===== config.mk =====
export PLATFORM = sky130hd
export DESIGN_NAME = rlc_top
export DESIGN_NICKNAME = d
export VERILOG_FILES = /design/src/rlc_pkg.sv /design/src/rlc_sync.sv /design/src/rlc_wb_slave.sv /design/src/rlc_top.sv
export SDC_FILE = /design/constraint.sdc
export NUM_CORES = 1
export LEC_CHECK = 0
export BUFFER_PORTS_ARGS = -buffer_cell sky130_fd_sc_hd__buf_4
export CAP_MARGIN = 25
export CORE_MARGIN = 2
export CORE_UTILIZATION = 23
export CTS_BUF_LIST = sky130_fd_sc_hd__clkbuf_16
export DETAILED_ROUTE_END_ITERATION = 10
export MAX_ROUTING_LAYER = met4
export PLACE_DENSITY = 0.46
export SLEW_MARGIN = 20
export SYNTH_ARGS = -nofsm -noshare
export SYNTH_HDL_FRONTEND = slang
export SYNTH_SLANG_ARGS = --single-unit

===== constraint.sdc =====
create_clock -name SYS_CLK -period 2.9 [get_ports SYS_CLK]
set_input_delay 0.435 -clock SYS_CLK [delete_from_list [all_inputs] [get_ports SYS_CLK]]
set_output_delay 0.435 -clock SYS_CLK [all_outputs]
set_load 0.1 [all_outputs]

===== src/rlc_pkg.sv =====
// Package for the reference ladder control block: register map, field layout, reset values.
// Assumes a 32-bit classic Wishbone slave with word-aligned registers.
package rlc_pkg;

    // Register byte offsets.
    localparam logic [3:0] CTRL0_OFFSET = 4'h0;
    localparam logic [3:0] CTRL1_OFFSET = 4'h4;

    // Control register 0 field positions.
    localparam int CTRL0_ENABLE_BIT = 7;
    localparam int CTRL0_LPS_BIT    = 6;
    localparam int CTRL0_PINOE_BIT  = 5;
    localparam int CTRL0_PSS_LSB    = 2;
    localparam int CTRL0_NSS_BIT    = 0;

    // Writable masks; every other bit is unimplemented and reads zero.
    localparam logic [7:0] CTRL0_MASK  = 8'hed;
    localparam logic [7:0] CTRL1_MASK  = 8'h1f;
    localparam logic [7:0] CTRL0_RESET = 8'h00;
    localparam logic [7:0] CTRL1_RESET = 8'h00;

    // Positive source choices.
    localparam logic [1:0] PSS_SUPPLY   = 2'h0;
    localparam logic [1:0] PSS_EXTERNAL = 2'h1;
    localparam logic [1:0] PSS_FIXED    = 2'h2;
    localparam logic [1:0] PSS_RESERVED = 2'h3;

    // Static levels handed to the analog ladder.
    typedef struct packed {
        logic       conv_enable;
        logic       low_power_source_sel;
        logic       pin_output_enable;
        logic [1:0] positive_source_sel;
        logic       negative_source_sel;
        logic [4:0] output_code;
    } rlc_ladder_t;

    // Decoded Wishbone request.
    typedef struct packed {
        logic       hit0;
        logic       hit1;
        logic       wr;
        logic [7:0] data;
    } rlc_req_t;

endpackage : rlc_pkg


===== src/rlc_sync.sv =====
// Three-stage synchroniser with agreement filter for one pin input.
// Assumes the input is asynchronous to SYS_CLK.
`timescale 1ns/1ps
`default_nettype none
module rlc_sync (
    // Clock and reset
    input  wire logic clk,
    input  wire logic rst_n,
    // Data
    input  wire logic din,
    output var  logic dout
);
    logic s1;
    logic s2;
    logic s3;

    // The first stage feeds only the second; a change counts once stages two and three agree.
    always_ff @(posedge clk or negedge rst_n) begin
        if (!rst_n) begin
            s1   <= 1'b0;
            s2   <= 1'b0;
            s3   <= 1'b0;
            dout <= 1'b0;
        end else begin
            s1 <= din;
            s2 <= s1;
            s3 <= s2;
            if (s2 == s3) begin
                dout <= s3;
            end
        end
    end
endmodule : rlc_sync
`default_nettype wire


===== src/rlc_wb_slave.sv =====
// Classic Wishbone slave front end: decodes two byte registers, acks one cycle after strobe.
// Assumes the master holds the request until ack and drops stb afterwards.
`timescale 1ns/1ps
`default_nettype none
module rlc_wb_slave (
    // Clock and reset
    input  wire logic              clk,
    input  wire logic              rst_n,
    // Wishbone
    input  wire logic              cyc,
    input  wire logic              stb,
    input  wire logic              we,
    input  wire logic [3:0]        adr,
    input  wire logic [3:0]        sel,
    input  wire logic [7:0]        dat_lo,
    output var  logic              ack,
    // Decoded request, valid in the ack cycle
    output var  rlc_pkg::rlc_req_t req
);
    logic ack_hold;

    // The outer ack shows one cycle after ack, while the master still holds its request;
    // ack_hold stops that standing request from being taken a second time.
    wire req_on = cyc && stb && !ack && !ack_hold;
    wire hit0   = adr == rlc_pkg::CTRL0_OFFSET;
    wire hit1   = adr == rlc_pkg::CTRL1_OFFSET;

    always_ff @(posedge clk or negedge rst_n) begin
        if (!rst_n) begin
            ack      <= 1'b0;
            ack_hold <= 1'b0;
        end else begin
            ack      <= req_on;
            ack_hold <= ack;
        end
    end

    // Writes need byte lane 0; an unmapped address is acked and reads zero.
    assign req.hit0 = ack && hit0;
    assign req.hit1 = ack && hit1;
    assign req.wr   = ack && we && sel[0];
    assign req.data = dat_lo;
endmodule : rlc_wb_slave
`default_nettype wire


===== src/rlc_top.sv =====
// Reference ladder control: two byte control registers and reference pin routing.
// Assumes classic Wishbone on SYS_CLK; the ladder itself is analog and lies outside.
//
// How it works
// Control 0 bit 7 enables the converter when one.
// Control 0 bit 6 selects which source stays connected in low power.
// Control 0 bit 5 routes the ladder output to the reference pin.
// Bits 3-2 choose supply, external or fixed reference; code three is reserved.
// Bit 0 chooses external negative reference when one, ground when zero.
// Control 1 bits 4-0 hold the ladder output code over thirty-two steps.
// The output code is right-justified in its register.
// Unimplemented bits ignore writes and read as zero.
// Software clamps high with enable off, low power one, code all ones.
// Software clamps low with enable off, low power zero, code zero.
// Routing to the pin disables its digital driver and input detector.
// Reading the pin while it carries the reference returns zero.
// Waking from sleep leaves control register 0 unchanged.
// Reset disables the converter, frees the pin and clears all fields.
// Software should disable the reference before sleep.
// Ladder output is offered to comparator, converter channel and pin.
// Controls reach the ladder as registered levels one edge after a write.
//
// Added by the designer: the register offsets and the Wishbone register port.
`timescale 1ns/1ps
`default_nettype none
module rlc_top (
    // Clock and reset
    input  wire logic        SYS_CLK,
    input  wire logic        RST_N,
    // Wishbone slave
    input  wire logic        WB_CYC_I,
    input  wire logic        WB_STB_I,
    input  wire logic        WB_WE_I,
    input  wire logic [3:0]  WB_ADR_I,
    input  wire logic [3:0]  WB_SEL_I,
    input  wire logic [31:0] WB_DAT_I,
    output var  logic [31:0] WB_DAT_O,
    output var  logic        WB_ACK_O,
    // Ladder controls
    output var  logic        CONV_ENABLE,
    output var  logic        LOW_POWER_SOURCE_SEL,
    output var  logic [1:0]  POSITIVE_SOURCE_SEL,
    output var  logic        NEGATIVE_SOURCE_SEL,
    output var  logic [4:0]  OUTPUT_CODE,
    // Analog routing of the ladder output
    output var  logic        ROUTE_TO_COMPARATOR,
    output var  logic        ROUTE_TO_ADC,
    output var  logic        ROUTE_TO_PIN,
    // Reference pin digital path
    input  wire logic        PIN_OUT_DATA,
    input  wire logic        PIN_OUT_DRIVE,
    input  wire logic        REFERENCE_OUT_PIN_I,
    output var  logic        REFERENCE_OUT_PIN_O,
    output var  logic        REFERENCE_OUT_PIN_OE,
    output var  logic        PIN_INPUT_BUF_EN,
    output var  logic        PIN_READ_DATA
);

    ////////////////////////////////////////////////////////////////////////////
    // Bus front end.

    rlc_pkg::rlc_req_t req;
    logic              ack;

    rlc_wb_slave u_bus (
        .clk    (SYS_CLK),
        .rst_n  (RST_N),
        .cyc    (WB_CYC_I),
        .stb    (WB_STB_I),
        .we     (WB_WE_I),
        .adr    (WB_ADR_I),
        .sel    (WB_SEL_I),
        .dat_lo (WB_DAT_I[7:0]),
        .ack    (ack),
        .req    (req)
    );

    ////////////////////////////////////////////////////////////////////////////
    // Control registers.

    // Unimplemented bits are dropped on the way in, so they can never read back as one.
    function automatic logic [7:0] implemented_bits(
        input logic [7:0] data,
        input logic [7:0] mask
    );
        implemented_bits = data & mask;
    endfunction : implemented_bits

    logic [7:0] ctrl0;
    logic [7:0] ctrl1;
    wire        wr0     = req.wr && req.hit0;
    wire        wr1     = req.wr && req.hit1;
    wire  [7:0] next_c0 = implemented_bits(req.data, rlc_pkg::CTRL0_MASK);
    wire  [7:0] next_c1 = implemented_bits(req.data, rlc_pkg::CTRL1_MASK);

    // Sleep and wake never touch these; only reset and writes change them.
    always_ff @(posedge SYS_CLK or negedge RST_N) begin
        if (!RST_N) begin
            ctrl0 <= rlc_pkg::CTRL0_RESET;
            ctrl1 <= rlc_pkg::CTRL1_RESET;
        end else begin
            if (wr0) begin
                ctrl0 <= next_c0;
            end
            if (wr1) begin
                ctrl1 <= next_c1;
            end
        end
    end

    wire [7:0] rd_byte = req.hit0 ? ctrl0 : (req.hit1 ? ctrl1 : 8'h00);

    ////////////////////////////////////////////////////////////////////////////
    // Decoded ladder levels.

    rlc_pkg::rlc_ladder_t lad;
    assign lad.conv_enable          = ctrl0[rlc_pkg::CTRL0_ENABLE_BIT];
    assign lad.low_power_source_sel = ctrl0[rlc_pkg::CTRL0_LPS_BIT];
    assign lad.pin_output_enable    = ctrl0[rlc_pkg::CTRL0_PINOE_BIT];
    assign lad.positive_source_sel  = ctrl0[rlc_pkg::CTRL0_PSS_LSB +: 2];
    assign lad.negative_source_sel  = ctrl0[rlc_pkg::CTRL0_NSS_BIT];
    assign lad.output_code          = ctrl1[4:0];

    // The reserved source code is passed through unchanged; software must avoid it.
    wire pss_reserved = lad.positive_source_sel == rlc_pkg::PSS_RESERVED;

    ////////////////////////////////////////////////////////////////////////////
    // Pin input synchroniser.

    logic pin_in_sync;

    rlc_sync u_pin_sync (
        .clk   (SYS_CLK),
        .rst_n (RST_N),
        .din   (REFERENCE_OUT_PIN_I),
        .dout  (pin_in_sync)
    );

    ////////////////////////////////////////////////////////////////////////////
    // Registered outputs, one edge behind the register.

    always_ff @(posedge SYS_CLK or negedge RST_N) begin
        if (!RST_N) begin
            WB_ACK_O             <= 1'b0;
            WB_DAT_O             <= 32'h0000_0000;
            CONV_ENABLE          <= 1'b0;
            LOW_POWER_SOURCE_SEL <= 1'b0;
            POSITIVE_SOURCE_SEL  <= 2'h0;
            NEGATIVE_SOURCE_SEL  <= 1'b0;
            OUTPUT_CODE          <= 5'h00;
            ROUTE_TO_COMPARATOR  <= 1'b0;
            ROUTE_TO_ADC         <= 1'b0;
            ROUTE_TO_PIN         <= 1'b0;
            REFERENCE_OUT_PIN_O  <= 1'b0;
            REFERENCE_OUT_PIN_OE <= 1'b0;
            PIN_INPUT_BUF_EN     <= 1'b0;
            PIN_READ_DATA        <= 1'b0;
        end else begin
            WB_ACK_O             <= ack;
            WB_DAT_O             <= {24'h00_0000, rd_byte};
            CONV_ENABLE          <= lad.conv_enable;
            LOW_POWER_SOURCE_SEL <= lad.low_power_source_sel;
            POSITIVE_SOURCE_SEL  <= lad.positive_source_sel;
            NEGATIVE_SOURCE_SEL  <= lad.negative_source_sel;
            OUTPUT_CODE          <= lad.output_code;
            ROUTE_TO_COMPARATOR  <= 1'b1;
            ROUTE_TO_ADC         <= 1'b1;
            ROUTE_TO_PIN         <= lad.pin_output_enable;
            REFERENCE_OUT_PIN_O  <= PIN_OUT_DATA && !lad.pin_output_enable;
            REFERENCE_OUT_PIN_OE <= PIN_OUT_DRIVE && !lad.pin_output_enable;
            PIN_INPUT_BUF_EN     <= !lad.pin_output_enable;
            PIN_READ_DATA        <= pin_in_sync && !lad.pin_output_enable;
        end
    end

    ////////////////////////////////////////////////////////////////////////////
    // Assertions.

    a_ctrl0_write: assert property (@(posedge SYS_CLK) disable iff (!RST_N)
        wr0 |=> ##1 (CONV_ENABLE == $past(next_c0[7], 2)))
        else $error("enable output does not follow control 0 write");

    a_lps_write: assert property (@(posedge SYS_CLK) disable iff (!RST_N)
        wr0 |=> ##1 (LOW_POWER_SOURCE_SEL == $past(next_c0[6], 2)))
        else $error("low power select does not follow write");

    a_pin_route: assert property (@(posedge SYS_CLK) disable iff (!RST_N)
        ROUTE_TO_PIN == $past(ctrl0[5]))
        else $error("pin routing does not follow control bit");

    a_pss_field: assert property (@(posedge SYS_CLK) disable iff (!RST_N)
        wr0 |=> ##1 (POSITIVE_SOURCE_SEL == $past(WB_DAT_I[3:2], 2)))
        else $error("positive source select wrong");

    a_nss_field: assert property (@(posedge SYS_CLK) disable iff (!RST_N)
        wr0 |=> ##1 (NEGATIVE_SOURCE_SEL == $past(WB_DAT_I[0], 2)))
        else $error("negative source select wrong");

    a_code_write: assert property (@(posedge SYS_CLK) disable iff (!RST_N)
        wr1 |=> ##1 (OUTPUT_CODE == $past(WB_DAT_I[4:0], 2)))
        else $error("output code does not follow write");

    a_unimpl_zero: assert property (@(posedge SYS_CLK) disable iff (!RST_N)
        WB_ACK_O |-> (WB_DAT_O[31:8] == 24'h0 && (WB_DAT_O[7:0] & 8'h12) == 8'h00
                      || WB_DAT_O[7:5] == 3'h0 && $past(req.hit1)))
        else $error("unimplemented bits read nonzero");

    a_pin_driver_off: assert property (@(posedge SYS_CLK) disable iff (!RST_N)
        ROUTE_TO_PIN |-> (!REFERENCE_OUT_PIN_OE && !PIN_INPUT_BUF_EN))
        else $error("digital pin path active while routed");

    a_pin_read_zero: assert property (@(posedge SYS_CLK) disable iff (!RST_N)
        ROUTE_TO_PIN |-> !PIN_READ_DATA)
        else $error("pin read nonzero while routed");

    a_ack_single: assert property (@(posedge SYS_CLK) disable iff (!RST_N)
        WB_ACK_O |=> !WB_ACK_O)
        else $error("ack held longer than one cycle");

    ////////////////////////////////////////////////////////////////////////////
    // Register and pin path checks.

    a_ctrl0_hold: assert property (@(posedge SYS_CLK) disable iff (!RST_N)
        !wr0 |=> $stable(ctrl0))
        else $error("control 0 changed without a write");

    a_ctrl1_hold: assert property (@(posedge SYS_CLK) disable iff (!RST_N)
        !wr1 |=> $stable(ctrl1))
        else $error("control 1 changed without a write");

    a_unimpl_store: assert property (@(posedge SYS_CLK) disable iff (!RST_N)
        ctrl0[4] == 1'b0 && ctrl0[1] == 1'b0 && ctrl1[7:5] == 3'h0)
        else $error("unimplemented bit stored as one");

    a_levels_follow: assert property (@(posedge SYS_CLK) disable iff (!RST_N)
        {CONV_ENABLE, LOW_POWER_SOURCE_SEL, POSITIVE_SOURCE_SEL, NEGATIVE_SOURCE_SEL}
            == $past({ctrl0[7], ctrl0[6], ctrl0[3:2], ctrl0[0]}))
        else $error("ladder levels do not follow control 0");

    a_code_follow: assert property (@(posedge SYS_CLK) disable iff (!RST_N)
        OUTPUT_CODE == $past(ctrl1[4:0]))
        else $error("output code does not follow control 1");

    a_read_ctrl0: assert property (@(posedge SYS_CLK) disable iff (!RST_N)
        WB_ACK_O && $past(req.hit0) |-> WB_DAT_O == {24'h00_0000, $past(ctrl0)})
        else $error("control 0 read data wrong");

    a_read_ctrl1: assert property (@(posedge SYS_CLK) disable iff (!RST_N)
        WB_ACK_O && $past(req.hit1) |-> WB_DAT_O == {24'h00_0000, $past(ctrl1)})
        else $error("control 1 read data wrong");

    a_pin_data_off: assert property (@(posedge SYS_CLK) disable iff (!RST_N)
        ROUTE_TO_PIN |-> !REFERENCE_OUT_PIN_O)
        else $error("pin data driven while routed");

    a_pin_oe_follow: assert property (@(posedge SYS_CLK) disable iff (!RST_N)
        !ROUTE_TO_PIN |-> REFERENCE_OUT_PIN_OE == $past(PIN_OUT_DRIVE))
        else $error("pin driver does not follow port logic");

    a_pin_input_live: assert property (@(posedge SYS_CLK) disable iff (!RST_N)
        !ROUTE_TO_PIN |-> PIN_READ_DATA == $past(pin_in_sync))
        else $error("pin read does not follow the pin");

    a_analog_offer: assert property (@(posedge SYS_CLK) disable iff (!RST_N)
        $past(RST_N) |-> ROUTE_TO_COMPARATOR && ROUTE_TO_ADC)
        else $error("ladder output not offered to comparator and converter");

    // Catches a slave that answers one request twice or after the master has let go.
    a_ack_in_cycle: assert property (@(posedge SYS_CLK) disable iff (!RST_N)
        WB_ACK_O |-> WB_CYC_I && WB_STB_I)
        else $error("ack given outside a standing request");

    ////////////////////////////////////////////////////////////////////////////
    // Static level check.

    // Cycles since the last register write, saturating; the levels may move only in the
    // two cycles right after a write, never while software is quiet.
    logic [3:0] quiet_cycles;

    always_ff @(posedge SYS_CLK or negedge RST_N) begin
        if (!RST_N) begin
            quiet_cycles <= 4'h0;
        end else if (wr0 || wr1) begin
            quiet_cycles <= 4'h0;
        end else if (quiet_cycles != 4'hf) begin
            quiet_cycles <= quiet_cycles + 4'h1;
        end
    end

    a_levels_static: assert property (@(posedge SYS_CLK) disable iff (!RST_N)
        quiet_cycles >= 4'h2 |-> $stable({CONV_ENABLE, LOW_POWER_SOURCE_SEL, ROUTE_TO_PIN,
            POSITIVE_SOURCE_SEL, NEGATIVE_SOURCE_SEL, OUTPUT_CODE}))
        else $error("ladder levels moved without a write");

    c_write0: cover property (@(posedge SYS_CLK) disable iff (!RST_N) wr0);
    c_write1: cover property (@(posedge SYS_CLK) disable iff (!RST_N) wr1);
    c_routed: cover property (@(posedge SYS_CLK) disable iff (!RST_N) ROUTE_TO_PIN);
    c_reserved: cover property (@(posedge SYS_CLK) disable iff (!RST_N) pss_reserved);
    c_clamp_high: cover property (@(posedge SYS_CLK) disable iff (!RST_N)
        !CONV_ENABLE && LOW_POWER_SOURCE_SEL && OUTPUT_CODE == 5'h1f);

endmodule : rlc_top
`default_nettype wire


==> results_dict.tcl, run 1 <==
set metrics [dict create \
    drive_above_1_share_pct 43.4 \
    cts_resized 0 \
    synth.avg_cell_area_um2 15.1 \
    antenna_found_initial 0 \
    clock_sinks 41 \
    rsz0062_at_grt "no" \
    syn-instance-count 100 \
    dp_hpwl_um 2040 \
    ys_types 15 \
    holdWs_ns 0.126 \
    fin_crit_sh_pct 61.1 \
    die_h_um 84.9 \
    dr_total_vias 834 \
    dp_worst_setup_slack_ns 0.850 \
    reg2reg_to "ctrl0[2]" \
    use_met3_pct 3.21 \
    htreeDepth 2 \
    crit_path_end_kind "flip-flop" \
    powerDensity_nw_per_um2 769 \
    overflow 0 \
    synth.top_cell.area_share_pct 68.2 \
    setup_ws_ns 1.13 \
    grt_max_degree 42 \
    status "complete, no violations" \
    postCtsHoldBufs 0 \
    row_count 29 \
    clock-root-buffer "clkbuf_16" \
    top_usage_layer "met2" \
    hp-class "primary input to async pin" \
    wl_um 2610 \
    grt_use_met1_pct 7.90 \
    dr.pass1.iters 4 \
    io_buffers 46 \
    required_ns 3.06 \
    report.final.slew_viol_count 0 \
    fp.coreArea_um2 6350 \
    drc 0 \
    grt_util_met2_pct 12.4 \
    synth_seq_area_share_pct 68.2 \
    cts_tree "built" \
    p_leak_nw 1.06 \
    fmax_mhz 564 \
    insertion_delay_ns 0.27 \
    ys_ff_latch 41 \
    antenna_cells 0 \
    cts_made_buffers 5 \
    synth_area_um2 1510 \
    finalCriticalPeriod_ns 1.77 \
    ant_nets 0 \
    setup_viol 0 \
    hold_viol 0 \
    r2r_start "u_bus.ack" \
    cts_setup_buffers 0 \
    startpoint_type "flip-flop" \
    reg2reg_depth 3 \
    clkTransAtPathRegs_ns 0.05 \
    start_util_pct 23.7 \
    die_w_um 84.9 \
    yosys_warnings 0 \
    grt_pass1_vias 779 \
    tns_ns 0 \
    cp.arrival_ns 1.93 \
    cts.path.max_buffers 2 \
    crit_fanout 6 \
    wl_per_cell_um 11.4 \
    ir_drop_v 0.000347 \
    cap_violations 0 \
    synthToLayoutAreaGrowth_pct 33.4 \
    io_pins 98 \
    fillerInstances 641 \
    grt_pass1_wl_um 3970 \
    final_nets 199 \
    routed_via_density 3.64 \
    clock_skew_ns 0.00476 \
    ff2ff_setup_slack_ns 1.13 \
    crit_type "flip-flop to flip-flop" \
    grt_util_all_layers_pct 7.62 \
    die_area_um2 7210 \
    synth_top_cell_by_area "dfrtp_1" \
    place_congestion 0.799 \
    synth_area_leaders "dfrtp_1, buf_4, mux2_2" \
    first_iter_violations 21 \
]
## logic make-up after synthesis
| group | after synthesis | synth area share, % |
|---|---|---|
| flip-flops | 41 | 68.2 |
| buffers and inverters | 27 | 13.0 |
| AND/OR/NAND/NOR | 15 | 7.73 |
| multiplexers | 11 | 8.23 |
| AO/OA/AOI/OAI | 3 | 1.75 |
| other | 2 | 0.499 |
| adder cells (fa/ha/maj) | 1 | 0.665 |
## where the power goes
part	leakage, nW	total, W	internal (W)	switching [W]
combinational	0.435	0.000336	0.0000493	0.000287
sequential	0.543	0.000617	0.000602	0.0000148
clock	0.0826	0.000592	0.000399	0.000193
## critical path, stage by stage, from the launching register on
cell and delay [ns]:
dfrtp_1 0.37, or4b_4 0.53, nor3_4 0.37, mux2_2 0.38
## how the worst max path moves through the flow
stage                      from       end  cells after the start
global placement    WB_ADR_I[3]  ctrl0[5]                      4
global route          u_bus.ack  ctrl0[2]                      3
CTS                   u_bus.ack  ctrl0[7]                      3
finish                u_bus.ack  ctrl0[2]                      3
detailed placement  WB_ADR_I[3]  ctrl0[2]                      4
floorplan           WB_ADR_I[3]  ctrl0[0]                      3
## cell usage after synthesis
master	count
buf_4	25
maj3_1	1
and2_1	4
nor3_4	2
dfrtp_1	41
nor3_1	1
inv_1	2
mux2_2	11
or4b_4	1
nor4bb_1	1
nand2_1	1
conb_1	2
nor2_1	2
a22o_1	3
nor2b_1	3
## layout by cell type, fill, tap and decap left out, drive strengths merged
cell type	n
or4b	1
buf	46
bufinv	1
clkinv	1
a22o	3
conb	25
nand2	1
nor2	2
nor2b	3
mux2	11
dfrtp	41
nor4bb	1
maj3	1
clkbuf	5
nor3	3
and2	4
inv	3
## state kept, by name, summed over array words and instances, names as in the netlist, 2 cells and up
signal,count
OUTPUT_CODE,5
POSITIVE_SOURCE_SEL,2
ctrl0,6
ctrl1,5
WB_DAT_O,8
## metal layers
metal	wire [um]	share of wire (%)
met1	977	37
met2	1350	52
met3	255	9.8
met4	25	0.96
met5	0	0
## metrics by stage
step	util [%]	instance area, um^2	total power [W]	instances
6_report	31.6	2010	0.00155	229
5_1_grt	31.6	2010	0.00160	229
4_1_cts	31.6	2010	0.00156	229
3_5_place_dp	29.1	1850	0.000966	221
3_3_place_gp	29.1	1850	0.000962	221
2_1_floorplan	-	1590	0.000923	123
## area by class of cell
| type | instances | area, um^2 | area share, % |
|---|---|---|---|
| Clock buffer | 5 | 125 | 6.23 |
| Clock inverter | 3 | 37.5 | 1.87 |
| Inverter | 2 | 7.51 | 0.374 |
| Multi-Input combinational cell | 55 | 370 | 18.4 |
| Sequential cell | 41 | 1030 | 51.1 |
| Tap cell | 77 | 96.3 | 4.80 |
| Timing Repair Buffer | 46 | 345 | 17.2 |
Note: power is estimated with default switching activity, not from simulation.
==> run 2, diff against run 1 <==
clock period = 1.7 ns   (was 2.9 ns; I/O delays follow)
==> results_dict.tcl, run 2 (same netlist as run 1, synthesis figures left out) <==
set metrics [dict create \
    status "complete, no violations" \
    insertion_delay_ns 0.27 \
    cap_violations 0 \
    mostFrequentLayoutCells "buf_4, dfrtp_1, conb_1, mux2_2" \
    p_sw_w 0.000828 \
    cts.path.max_buffers 2 \
    fp.coreArea_um2 6350 \
    grt_max_degree 42 \
    cts_made_buffers 5 \
    setup_viol 0 \
    htreeDepth 2 \
    hold_viol 0 \
    io_buffers 46 \
    powerDensity_nw_per_um2 1190 \
    critPathTopFamily "simple AND/OR/NAND/NOR gates" \
    drive_above_1_share_pct 45.6 \
    r2r_start "u_bus.ack" \
    intPower_w 0.00164 \
    crit_path_end_kind "flip-flop" \
    final_nets 208 \
    ff2ff_setup_slack_ns 0.04 \
    crit_chain "or4b_4, nor3_4, buf_4, mux2_2" \
    crit_fanout 4 \
    cpMaxStageDelayCell "or4b_4" \
    sw_frac_of_total_pct 33.5 \
    comb_power_share_pct 23.7 \
    grt_use_met1_pct 8.17 \
    grt_pass1_wl_um 3940 \
    die_area_um2 7210 \
    dp_hpwl_um 2050 \
    startpoint_type "flip-flop" \
    p_leak_nw 1.10 \
    clock-root-buffer "clkbuf_16" \
    die_w_um 84.9 \
    drc 0 \
    hold_depth 1 \
    finalCriticalPeriod_ns 1.66 \
    fin_crit_sh_pct 97.5 \
    wl_um 2660 \
    fmax_mhz 603 \
    dr_total_vias 867 \
    wl_per_cell_um 11.2 \
    grt_util_all_layers_pct 7.54 \
    dpl_cell_area_um2 1900 \
    required_ns 1.85 \
    routed_via_density 3.66 \
    largest_reg_flops 8 \
    rsz0062_at_grt "yes" \
    antenna_found_initial 0 \
    hp-class "primary input to flip-flop" \
    final_util_pct 32.7 \
    row_count 29 \
    clkTransAtPathRegs_ns 0.05 \
    crit_buf_inv 1 \
    grt_pass1_vias 839 \
    start_util_pct 23.7 \
    io_pins 98 \
    overflow 0 \
    clock_skew_ns 0.00235 \
    crit_type "flip-flop to flip-flop" \
    place_congestion 0.785 \
    dr.pass1.iters 2 \
    stdcell_area_um2 2080 \
    antenna_cells 0 \
    synthToLayoutAreaGrowth_pct 38.2 \
    clkPwrFrac_pct 33.8 \
    ant_nets 0 \
    setup_ws_ns 0.0418 \
    final_common_cell "buf_4" \
    whs_endpoint "u_pin_sync.s1" \
    min-delay-start "REFERENCE_OUT_PIN_I" \
    cts_tree "built" \
    reg2reg_depth 4 \
    cp_slowest_stage_delay_ns 0.52 \
    p_seq_share_pct 42.6 \
    top_usage_layer "met2" \
    dp_worst_setup_slack_ns -0.148 \
    reg.largest.list "WB_DAT_O: 8 flops, ctrl0: 6 flops" \
    clock_sinks 41 \
    use_met3_pct 3.21 \
    holdWs_ns 0.0879 \
    top_register "WB_DAT_O" \
    report.final.slew_viol_count 0 \
    first_iter_violations 72 \
    cp.arrival_ns 1.81 \
    reg2reg_to "ctrl0[6]" \
    ir_drop_v 0.000650 \
    die_h_um 84.9 \
    grt_util_met2_pct 12.0 \
]
==> run 2: final cells by class <==
type / count / area, um^2
tap: 77 / 96.3
fill: 626 / 4270
clock buffer: 5 / 125
inverter: 2 / 7.51
timing repair buffer: 55 / 428
sequential: 41 / 1030
clock inverter: 2 / 7.51
multi-input combinational: 55 / 389
==> run 2: stage by stage <==
stage          power (W)  std cells   TNS, ns
5_1_grt          0.00257        237    -0.169
3_5_place_dp     0.00165        228     -1.09
3_3_place_gp     0.00165        228    -0.790
4_1_cts          0.00250        237  -0.00277
6_report         0.00247        237         0
2_1_floorplan    0.00157        123         0
==> run 2: how the worst max path moves through the flow <==
stage,startpoint,endpoint,cells after the start
floorplan,u_bus.ack,ctrl0[0],3
global placement,WB_ADR_I[3],ctrl1[3],4
detailed placement,WB_ADR_I[3],ctrl1[3],4
CTS,u_bus.ack,ctrl1[2],4
global route,u_bus.ack,ctrl0[3],4
finish,u_bus.ack,ctrl0[6],4
==> run 2: metal layers <==
| metal | routed length [um] | share of wire (%) |
|---|---|---|
| met5 | 0 | 0 |
| met4 | 45 | 1.7 |
| met3 | 258 | 9.7 |
| met2 | 1330 | 50 |
| met1 | 1020 | 38 |
==> run 2: repair_timing <==
item,CTS,global route
gates resized for setup,1,4
hold endpoints to repair,41,0
setup endpoints to repair,5,10
buffers inserted,1,0
pin swaps,1,1
hold buffers,1,0
==> run 2: power groups by stage <==
stage	clock (W)	combinational, W	sequential [W]
after floorplan	0	0.000313	0.00126
after global placement	0	0.000577	0.00107
after detailed placement	0	0.000580	0.00107
after CTS	0.000862	0.000584	0.00105
after global routing	0.000908	0.000602	0.00106
final	0.000835	0.000585	0.00105
==> run 3, diff against run 2 <==
RECOVER_POWER = 25   (was default)
==> results_dict.tcl, run 3 (same netlist as run 1, synthesis figures left out) <==
set metrics [dict create \
    status "complete, no violations" \
    mostFrequentLayoutCells "buf_4, dfrtp_1, conb_1, mux2_2" \
    finalCriticalPeriod_ns 1.66 \
    io_buffers 46 \
    place_congestion 0.785 \
    row_count 29 \
    hp-class "primary input to flip-flop" \
    largest_reg_flops 8 \
    grt_max_degree 42 \
    tightest_slew_ns 0.955 \
    crit_fanout 4 \
    cts_tree "built" \
    crit_chain "or4b_4, nor3_4, buf_4, mux2_2" \
    dr_total_vias 867 \
    start_util_pct 23.7 \
    clock_sinks 41 \
    placed_cells 228 \
    setup_viol 0 \
    routed_via_density 3.66 \
    powerDensity_nw_per_um2 1190 \
    hold_depth 1 \
    htreeDepth 2 \
    overflow 0 \
    clkPwrFrac_pct 33.8 \
    die_w_um 84.9 \
    drc 0 \
    cpMaxStageDelayCell "or4b_4" \
    crit_type "flip-flop to flip-flop" \
    io_pins 98 \
    dr.pass1.iters 2 \
    clkTransAtPathRegs_ns 0.05 \
    intPower_w 0.00164 \
    antenna_cells 0 \
    fin_crit_sh_pct 97.5 \
    first_iter_violations 72 \
    fp.coreArea_um2 6350 \
    cts.path.max_buffers 2 \
    wl_um 2650 \
    cts_made_buffers 5 \
    top_register "WB_DAT_O" \
    clock-root-buffer "clkbuf_16" \
    slew_headroom_pct 36.4 \
    cap_violations 0 \
    p_leak_nw 1.10 \
    cp.arrival_ns 1.81 \
    final_common_cell "buf_4" \
    fmax_mhz 603 \
    fillerInstances 627 \
    grt_pass1_wl_um 3940 \
    grt_util_all_layers_pct 7.54 \
    die_h_um 84.9 \
    reg.largest.list "WB_DAT_O: 8 flops, ctrl0: 6 flops" \
    cp_slowest_stage_delay_ns 0.52 \
    report.final.slew_viol_count 0 \
    reg2reg_depth 4 \
    insertion_delay_ns 0.27 \
    grt_pass1_vias 839 \
    required_ns 1.85 \
    ir_drop_v 0.000650 \
    rsz0062_at_grt "yes" \
    wl_per_cell_um 11.2 \
    synthToLayoutAreaGrowth_pct 38.0 \
    die_area_um2 7210 \
    comb_power_share_pct 23.6 \
    antenna_found_initial 0 \
    drive_above_1_share_pct 45.6 \
    final_nets 208 \
    p_sw_w 0.000828 \
    p_seq_share_pct 42.6 \
    power.total_w 0.00247 \
    fin_cells 237 \
    startpoint_type "flip-flop" \
    clock_skew_ns 0.00228 \
    dp_hpwl_um 2050 \
    crit_path_end_kind "flip-flop" \
    ant_nets 0 \
    sw_frac_of_total_pct 33.5 \
    hold_viol 0 \
]
[run 3: changes by cell type in the layout (fill, tap and decap cells not counted), sizes merged]
| cell | previous run | this run |
|---|---|---|
| buf | 54 | 52 |
| clkbuf | 5 | 7 |
[run 3: metal layers]
metal | wire length (um) | global-route usage [%]
met5 | 0 | -
met4 | 45 | 3.46
met3 | 258 | 3.21
met2 | 1330 | 12.0
met1 | 1020 | 8.17
[run 3: area by class of cell]
| cell class | instances | area (um^2) | area share (%) |
|---|---|---|---|
| sequential | 41 | 1030 | 49.4 |
| clock inverter | 2 | 7.51 | 0.361 |
| multi-input combinational | 55 | 389 | 18.7 |
| inverter | 2 | 7.51 | 0.361 |
| clock buffer | 5 | 125 | 6.02 |
| tap | 77 | 96.3 | 4.64 |
| timing repair buffer | 55 | 425 | 20.5 |
[run 3: path summary, 6_finish.rpt]
kind	startpoint	endpoint	slack [ns]
max	u_bus.ack	ctrl0[6]	0.04
min	REFERENCE_OUT_PIN_I	u_pin_sync.s1	0.11
max reg2reg	u_bus.ack	ctrl0[6]	0.04
min reg2reg	u_pin_sync.s1	u_pin_sync.s2	0.36
max in group asynchronous	RST_N	ctrl0[6]	0.44
min in group asynchronous	RST_N	u_pin_sync.s2	0.67
[run 3: worst max-delay path, delay by kind of cell, from the launching register on]
kind / cells / cell delay (ns)
mux: 1 / 0.33
buf+inv: 1 / 0.15
simple gates: 2 / 0.72
flops: 1 / 0.34
[run 3: metrics by stage]
stage / util, % / setup TNS, ns / hold WS (ns) / setup slack [ns] / cell area (um^2)
floorplan: - / 0 / -0.0406 / 0.0911 / 1590
global placement: 29.9 / -0.790 / 0.249 / -0.103 / 1900
detailed placement: 29.9 / -1.09 / 0.257 / -0.148 / 1900
CTS: 32.5 / -0.00277 / 0.0814 / -0.00223 / 2060
global route: 32.7 / -0.169 / 0.101 / -0.0332 / 2080
finish: 32.7 / 0 / 0.110 / 0.0419 / 2080
[run 3: repair_timing]
item	CTS	global route
buffers inserted	1	0
endpoints found under the hold margin	41	0
gates resized for setup	1	4
hold buffers	1	0
pin swaps	1	1
endpoints found under the setup margin	5	10
[run 3: power groups by stage]
stage          clock network (W)  logic (W)  registers, W
3_5_place_dp                   0   0.000580       0.00107
2_1_floorplan                  0   0.000313       0.00126
4_1_cts                 0.000862   0.000584       0.00105
6_report                0.000835   0.000584       0.00105
3_3_place_gp                   0   0.000577       0.00107
5_1_grt                 0.000908   0.000602       0.00106
